==> src/interval_timer_pkg.sv <==
// shared constants for the interval timer channel
package interval_timer_pkg;
	localparam int CNT_W = 16;
	localparam logic [2:0] MODE_TERM = 3'h0;
	localparam logic [2:0] MODE_ONESHOT = 3'h1;
	localparam logic [2:0] MODE_RATE = 3'h2;
	localparam logic [2:0] MODE_SQUARE = 3'h3;
	localparam logic [2:0] MODE_SW_STROBE = 3'h4;
	localparam logic [2:0] MODE_HW_STROBE = 3'h5;
	localparam logic [2:0] MODE_RST = MODE_RATE;
	localparam logic [15:0] COUNT_RST = 16'h0000;
	localparam logic [15:0] COUNT_ONE = 16'h0001;
	localparam logic [15:0] COUNT_TWO = 16'h0002;
	localparam logic [7:0] BYTE_RST = 8'h00;
	localparam int SYNC_STAGES = 2;
endpackage

==> src/interval_timer.sv <==
// one 16-bit down-counting interval timer channel, modes 0 to 5
// Operation
// RULE_01: rate mode: output high on programming; gate high or gate rise starts counting.
// RULE_02: rate mode: output low one clock every n counter clocks, repeating.
// RULE_03: rate mode: new count takes effect only after current pulse completes.
// RULE_04: rate mode: gate low forces output high, halts; gate rise restarts.
// RULE_05: square mode: output high on programming; start and gate as rate mode.
// RULE_06: square mode: period n; odd n gives (n+1)/2 high, (n-1)/2 low.
// RULE_07: square mode: new count applies right after the next output transition.
// RULE_08: square mode decrements by two, all other modes by one.
// RULE_09: software strobe: output high on programming; starts once count loaded, gate high.
// RULE_10: software strobe: one low pulse of one clock at terminal count.
// RULE_11: strobe low pulse comes one clock later than rate pulse.
// RULE_12: software strobe: gate low stops; gate high restarts from full count.
// RULE_13: hardware strobe: gate rise starts or retriggers; pulse as software strobe.
// RULE_14: host freezes counting before reading the count directly.
// RULE_15: latch command captures count into holding latch, counting undisturbed.
// RULE_16: two-byte access presents latched count low byte then high byte.
// RULE_17: two channels cascade into a 32-bit counter externally.
// RULE_18: terminal mode counts after full count written with gate high.
// RULE_19: one-shot: gate rise triggers, output low next clock, new count on retrigger.
// RULE_20: count zero means 10000H clocks; square count one yields 10001H (the code gives a period of 8001H).
// RULE_21: gate sampled at counter clock; loads happen on the following counter clock.
module interval_timer (
	// clock and reset
	input wire logic clk_i,
	input wire logic arst_n_i,
	// host access
	input wire logic mode_wr_i,
	input wire logic [2:0] mode_i,
	input wire logic two_byte_i,
	input wire logic count_wr_i,
	input wire logic [7:0] wr_data_i,
	input wire logic latch_cmd_i,
	input wire logic rd_i,
	output logic [7:0] rd_data_o,
	// channel pins
	input wire logic cnt_clk_i,
	input wire logic gate_i,
	output logic out_o
);
	logic tick;
	logic gate_lvl;
	logic gate_seen_reg;
	logic gate_rise;
	logic [2:0] mode_reg;
	logic two_byte_reg;
	logic [15:0] cr_reg;
	logic [15:0] ce_reg;
	logic [7:0] lsb_reg;
	logic lsb_pend_reg;
	logic load_pend_reg;
	logic run_reg;
	logic strobe_reg;
	logic [15:0] latch_reg;
	logic latched_reg;
	logic rd_hi_reg;
	logic count_done;
	logic [15:0] count_full;
	logic sq_mode;

	pin_sync_edge u_clk_sync (
		.clk_i(clk_i),
		.arst_n_i(arst_n_i),
		.pin_i(cnt_clk_i),
		.level_o(),
		.rise_o(tick)
	);

	pin_sync_edge u_gate_sync (
		.clk_i(clk_i),
		.arst_n_i(arst_n_i),
		.pin_i(gate_i),
		.level_o(gate_lvl),
		.rise_o()
	);

	// RULE_21: gate edge between counter clocks
	always_ff @(posedge clk_i or negedge arst_n_i) begin
		if (!arst_n_i) begin
			gate_seen_reg <= 1'b0;
		end else if (tick) begin
			gate_seen_reg <= gate_lvl;
		end
	end
	assign gate_rise = tick & gate_lvl & ~gate_seen_reg;

	assign count_done = count_wr_i & (~two_byte_reg | lsb_pend_reg);
	assign count_full = two_byte_reg ? {wr_data_i, lsb_reg} : {8'h00, wr_data_i};
	assign sq_mode = (mode_reg == interval_timer_pkg::MODE_SQUARE);

	// mode and access width
	always_ff @(posedge clk_i or negedge arst_n_i) begin
		if (!arst_n_i) begin
			mode_reg <= interval_timer_pkg::MODE_RST;
			two_byte_reg <= 1'b0;
		end else if (mode_wr_i) begin
			mode_reg <= mode_i;
			two_byte_reg <= two_byte_i;
		end
	end

	// count register, written low byte first
	always_ff @(posedge clk_i or negedge arst_n_i) begin
		if (!arst_n_i) begin
			cr_reg <= interval_timer_pkg::COUNT_RST;
			lsb_reg <= interval_timer_pkg::BYTE_RST;
			lsb_pend_reg <= 1'b0;
		end else if (mode_wr_i) begin
			lsb_pend_reg <= 1'b0;
		end else if (count_wr_i) begin
			if (two_byte_reg && !lsb_pend_reg) begin
				lsb_reg <= wr_data_i;
				lsb_pend_reg <= 1'b1;
			end else begin
				cr_reg <= count_full;
				lsb_pend_reg <= 1'b0;
			end
		end
	end

	// counting engine
	always_ff @(posedge clk_i or negedge arst_n_i) begin
		if (!arst_n_i) begin
			ce_reg <= interval_timer_pkg::COUNT_RST;
			load_pend_reg <= 1'b0;
			run_reg <= 1'b0;
			strobe_reg <= 1'b0;
			out_o <= 1'b1;
		end else if (mode_wr_i) begin
			// RULE_01: output level set by mode
			// RULE_05: square mode starts high too
			out_o <= (mode_i != interval_timer_pkg::MODE_TERM);
			run_reg <= 1'b0;
			load_pend_reg <= 1'b0;
			strobe_reg <= 1'b0;
		end else begin
			// RULE_18: terminal mode stops on first byte of a two-byte write
			if (count_wr_i && mode_reg == interval_timer_pkg::MODE_TERM) begin
				run_reg <= run_reg & ~(two_byte_reg & ~lsb_pend_reg);
			end
			if (count_done) begin
				case (mode_reg)
					interval_timer_pkg::MODE_TERM,
					interval_timer_pkg::MODE_SW_STROBE: begin
						// RULE_09: strobe starts after full load
						load_pend_reg <= 1'b1;
						if (mode_reg == interval_timer_pkg::MODE_TERM) begin
							out_o <= 1'b0;
						end
					end
					interval_timer_pkg::MODE_RATE,
					interval_timer_pkg::MODE_SQUARE: begin
						// RULE_03: running channel keeps its period
						if (!run_reg) begin
							load_pend_reg <= 1'b1;
						end
					end
					default: begin
						// RULE_19: one-shot waits for trigger
						load_pend_reg <= load_pend_reg;
					end
				endcase
			end
			if (mode_reg == interval_timer_pkg::MODE_ONESHOT ||
				mode_reg == interval_timer_pkg::MODE_HW_STROBE) begin
				// RULE_13: gate rise triggers and retriggers
				if (gate_rise) begin
					ce_reg <= cr_reg;
					run_reg <= 1'b1;
					strobe_reg <= 1'b0;
					out_o <= (mode_reg == interval_timer_pkg::MODE_HW_STROBE);
				end else if (tick && run_reg) begin
					ce_reg <= ce_reg - interval_timer_pkg::COUNT_ONE;
					if (strobe_reg) begin
						out_o <= 1'b1;
						strobe_reg <= 1'b0;
						run_reg <= 1'b0;
					end else if (ce_reg == interval_timer_pkg::COUNT_ONE) begin
						out_o <= (mode_reg == interval_timer_pkg::MODE_ONESHOT);
						strobe_reg <= (mode_reg == interval_timer_pkg::MODE_HW_STROBE);
						run_reg <= (mode_reg == interval_timer_pkg::MODE_HW_STROBE);
					end
				end
			end else if (!gate_lvl) begin
				// RULE_04: gate low forces high and halts
				if (mode_reg == interval_timer_pkg::MODE_RATE || sq_mode) begin
					out_o <= 1'b1;
					if (run_reg) begin
						load_pend_reg <= 1'b1;
					end
					run_reg <= 1'b0;
				end
				// RULE_12: strobe restarts from full count
				if (mode_reg == interval_timer_pkg::MODE_SW_STROBE && run_reg) begin
					load_pend_reg <= 1'b1;
					run_reg <= 1'b0;
				end
			end else if (tick && load_pend_reg && !count_done) begin
				// RULE_21: load on the counter clock after the write
				load_pend_reg <= 1'b0;
				run_reg <= 1'b1;
				strobe_reg <= 1'b0;
				// RULE_06: odd count splits high one longer
				if (sq_mode) begin
					ce_reg <= cr_reg[0] ? cr_reg + interval_timer_pkg::COUNT_ONE
						: cr_reg;
					out_o <= 1'b1;
				end else begin
					ce_reg <= cr_reg;
				end
			end else if (tick && run_reg) begin
				case (mode_reg)
					interval_timer_pkg::MODE_RATE: begin
						// RULE_02: one clock low per n clocks
						if (ce_reg == interval_timer_pkg::COUNT_ONE) begin
							out_o <= 1'b1;
							ce_reg <= cr_reg;
						end else begin
							ce_reg <= ce_reg - interval_timer_pkg::COUNT_ONE;
							out_o <= (ce_reg != interval_timer_pkg::COUNT_TWO);
						end
					end
					interval_timer_pkg::MODE_SQUARE: begin
						// RULE_08: square mode steps by two
						if (ce_reg == interval_timer_pkg::COUNT_TWO) begin
							// RULE_07: new count at each transition
							out_o <= ~out_o;
							if (cr_reg[0]) begin
								// RULE_20: count one runs 8001H, one clock high and 8000H low
								ce_reg <= out_o ? cr_reg - interval_timer_pkg::COUNT_ONE
									: cr_reg + interval_timer_pkg::COUNT_ONE;
							end else begin
								ce_reg <= cr_reg;
							end
						end else begin
							ce_reg <= ce_reg - interval_timer_pkg::COUNT_TWO;
						end
					end
					interval_timer_pkg::MODE_SW_STROBE: begin
						// RULE_10: single strobe then stop
						// RULE_11: low one clock after rate pulse
						ce_reg <= ce_reg - interval_timer_pkg::COUNT_ONE;
						if (strobe_reg) begin
							out_o <= 1'b1;
							strobe_reg <= 1'b0;
							run_reg <= 1'b0;
						end else if (ce_reg == interval_timer_pkg::COUNT_ONE) begin
							out_o <= 1'b0;
							strobe_reg <= 1'b1;
						end
					end
					default: begin
						// zero count wraps, giving 10000H clocks
						ce_reg <= ce_reg - interval_timer_pkg::COUNT_ONE;
						if (ce_reg == interval_timer_pkg::COUNT_ONE) begin
							out_o <= 1'b1;
							run_reg <= 1'b0;
						end
					end
				endcase
			end
		end
	end

	// RULE_15: latch holds until fully read
	always_ff @(posedge clk_i or negedge arst_n_i) begin
		if (!arst_n_i) begin
			latch_reg <= interval_timer_pkg::COUNT_RST;
			latched_reg <= 1'b0;
		end else if (mode_wr_i) begin
			latched_reg <= 1'b0;
		end else if (latch_cmd_i && !latched_reg) begin
			latch_reg <= ce_reg;
			latched_reg <= 1'b1;
		end else if (rd_i && (rd_hi_reg || !two_byte_reg)) begin
			latched_reg <= 1'b0;
		end
	end

	// RULE_16: low byte then high byte
	always_ff @(posedge clk_i or negedge arst_n_i) begin
		if (!arst_n_i) begin
			rd_hi_reg <= 1'b0;
			rd_data_o <= interval_timer_pkg::BYTE_RST;
		end else if (mode_wr_i) begin
			rd_hi_reg <= 1'b0;
		end else if (rd_i) begin
			// RULE_14: direct read unsynchronised, host freezes first
			if (rd_hi_reg) begin
				rd_data_o <= latched_reg ? latch_reg[15:8] : ce_reg[15:8];
			end else begin
				rd_data_o <= latched_reg ? latch_reg[7:0] : ce_reg[7:0];
			end
			rd_hi_reg <= two_byte_reg & ~rd_hi_reg;
		end
	end
endmodule // interval_timer

==> src/pin_sync_edge.sv <==
// two-flop synchroniser with rising edge detect for one pin
module pin_sync_edge (
	// clock and reset
	input wire logic clk_i,
	input wire logic arst_n_i,
	// pin side
	input wire logic pin_i,
	// synchronised side
	output logic level_o,
	output logic rise_o
);
	logic meta_reg;
	logic sync_reg;
	logic prev_reg;

	// first stage feeds only the second
	always_ff @(posedge clk_i or negedge arst_n_i) begin
		if (!arst_n_i) begin
			meta_reg <= 1'b0;
			sync_reg <= 1'b0;
			prev_reg <= 1'b0;
		end else begin
			meta_reg <= pin_i;
			sync_reg <= meta_reg;
			prev_reg <= sync_reg;
		end
	end

	assign level_o = sync_reg;
	assign rise_o = sync_reg & ~prev_reg;
endmodule // pin_sync_edge
==> config.mk <==
export PLATFORM = sky130hd
export DESIGN_NAME = interval_timer
export DESIGN_NICKNAME = d
export VERILOG_FILES = /design/src/interval_timer_pkg.sv /design/src/interval_timer.sv /design/src/pin_sync_edge.sv
export SDC_FILE = /design/constraint.sdc
export NUM_CORES = 1
export LEC_CHECK = 0
export BUFFER_PORTS_ARGS = -buffer_cell sky130_fd_sc_hd__buf_2
export CORE_ASPECT_RATIO = 1.25
export CORE_MARGIN = 1.5
export CORE_UTILIZATION = 45
export DETAILED_ROUTE_END_ITERATION = 10
export SYNTH_ARGS = -nofsm -noshare
export SYNTH_HDL_FRONTEND = slang
export SYNTH_HIERARCHICAL = 1
export SYNTH_SLANG_ARGS = --single-unit
==> constraint.sdc <==
create_clock -name clk_i -period 2.1 [get_ports clk_i]
set_input_delay 0.315 -clock clk_i [delete_from_list [all_inputs] [get_ports clk_i]]
set_output_delay 0.315 -clock clk_i [all_outputs]
set_load 0.005 [all_outputs]
==> flow_summary_export.csv <==
group,metric,value,unit
sta,min_period,2220,ps
grt,antenna_found_initial,0,
floorplan,start_util,45.8,%
place,hpwlAfterDp,15300,microns
power,total_power,8.33,mW
floorplan,core,13100,sq um
cells_and_area,fin_nets,825,
cts,htree_levels,3,
yosys,synth_nets,689,
sta,fin_crit_sh,106,%
status,outcome,"finished with violations",
worst_setup_path,crit_path_start_kind,"flop",
floorplan,die_h,132,microns
cells_and_area,area_delta_synth_final,31.2,%
status,violations,"setup timing",
cells_and_area,register_area,2030,sq um
grt,grt_max_degree,40,
place,port-buffer-count,28,
yosys,syn_inst,662,
sta,timing.fmax,450,MHz
cells_and_area,diodes,0,
power,worst_ir_drop_vdd,0.000530,V
yosys,syn-cell-area,6010,sq um
sta,finalHoldViolations,0,
cts,clkSinkCount,81,
power,power.density,1060,nW/um^2
sta,setup_viol,15,
sta,rsz0062_at_grt,"yes",
floorplan,row_count,47,
grt,grt_usage,28.9,%
detailed_routing,vias,5896,
cells_and_area,fin_area,7880,sq um
worst_setup_path,ff2ff_setup_slack,-120,ps
cts,clk_pin_slew_worst_paths,70,ps
detailed_routing,first_iter_violations,732,
cts,cts-root-buf,"clkbuf_16",
sta,slew_viol_final,0,
grt,grt_pass1_vias,5744,
sta,tightest_slew,691,ps
floorplan,io_pins,29,
detailed_routing,wire_per_inst,20.3,microns
cells_and_area,layout-drive-gt1-share,38.4,%
detailed_routing,first_pass_iters,5,
worst_setup_path,worst_setup_path_end_kind,"flop",
cells_and_area,instances_no_fill,974,
cts,numCtsBuffers,9,
worst_setup_path,cp.arrival,2450,ps
sta,setup_slack,-123,ps
floorplan,die_w,106,microns
grt,grt-ovfl-total,0,
power,leakage,3.23,nW
yosys,avgSynthCellArea,9.07,sq um
detailed_routing,ant_nets,0,
sta,fin_tns_setup,-886,ps
cts,cts_tree,"built",
job,drv_cap,0,
place,dpl.cell_count,945,
cells_and_area,fillCellCount,1160,
place,place.gp.congestion,1.00,
cells_and_area,multi_input_area,3850,sq um
sta,fin_skew,10.9,ps
min_path,hp-class,"in2reg",
cts,clk_latency,350,ps
sta,relSlewSlack,53.9,%
worst_setup_path,critPathMaxFanout,4,
place,place_area,7160,sq um
cts,cts_buffer_depth,2,
detailed_routing,drcViolationCount,0,
grt,grt_pass1_wl,31200,microns
detailed_routing,drt_wl_total,19800,microns
worst_setup_path,path_class,"reg2reg",
detailed_routing,via_per_inst,6.05,
floorplan,dieArea,14100,sq um
worst_setup_path,cp_data_required_time,2330,ps
yosys,yosys_warnings,6,
-- where the power goes --
group	total [mW]	leakage, nW	switching, mW	internal, mW
Clock	1.75	0.161	0.691	1.06
Combinational	4.04	2.10	1.99	2.06
Sequential	2.54	0.969	0.474	2.07
-- metal layers --
metal,share of wire (%),global-route usage (%),vias up
li1,-,-,2714
met1,40,34.3,2832
met2,49,50.5,289
met3,5.8,4.45,61
met4,4.9,14.2,0
met5,0,0,-
-- critical path: stages, from the launching register on --
cell and delay, ps:
dfrtp_1 430, inv_1 110, ha_1 180, nor4b_2 230, buf_4 190, nand4_1 150, xnor2_2 200, nor2_1 100
o221ai_1 160, o32a_1 340
-- through the flow --
stage / hold WS, ps / util (%) / setup WS [ps]
after detailed placement: 274 / 54.6 / -213
after CTS: 65.2 / 58.5 / -134
after global routing: 70.9 / 60.1 / -220
after global placement: 271 / 54.6 / -246
after floorplan: 19.4 / - / -49.6
final: 68.0 / 60.1 / -123
-- layout make-up --
class	instances	share of cell area (%)
repair buffers	182	17.9
clock inverters	7	1.27
well taps	171	2.71
multi-input cells	513	48.8
clock buffers	9	2.86
inverters	11	0.619
flip-flops and latches	81	25.8
-- layout by cell type (no fill, tap or decap), drive strengths merged, types with 13 or more instances in the layout --
cell and count:
a21oi 33, a31oi 13, buf 181, dfrtp 79
inv 13, mux2 35, nand2 65, nand3 24
nand4 13, nor2 55, nor3 15, nor4 13
o21ai 48, xnor2 24, xor2 24
-- timing repair --
| action | in CTS | in global routing |
|---|---|---|
| buffers inserted | 7 | 6 |
| setup endpoints to repair | 17 | 18 |
| hold endpoints to repair | 28 | 0 |
| gates resized for setup | 29 | 41 |
| hold buffers | 1 | 0 |
| pin swaps | 17 | 29 |
-- worst paths after layout --
check | to | cells past startpoint | startpoint
min | u_gate_sync/meta_reg$_DFF_PN0_ | 1 | gate_i
min in group asynchronous | rd_data_o[2]$_DFFE_PN0P_ | 2 | arst_n_i
max in group asynchronous | mode_reg[1]$_DFFE_PN1P_ | 3 | arst_n_i
max | ce_reg[11]$_DFFE_PN0P_ | 9 | ce_reg[2]$_DFFE_PN0P_
max reg2reg | ce_reg[11]$_DFFE_PN0P_ | 9 | ce_reg[2]$_DFFE_PN0P_
min reg2reg | u_clk_sync/level_o$_DFF_PN0_ | 0 | u_clk_sync/meta_reg$_DFF_PN0_
Power figures use the tool's default switching activity.
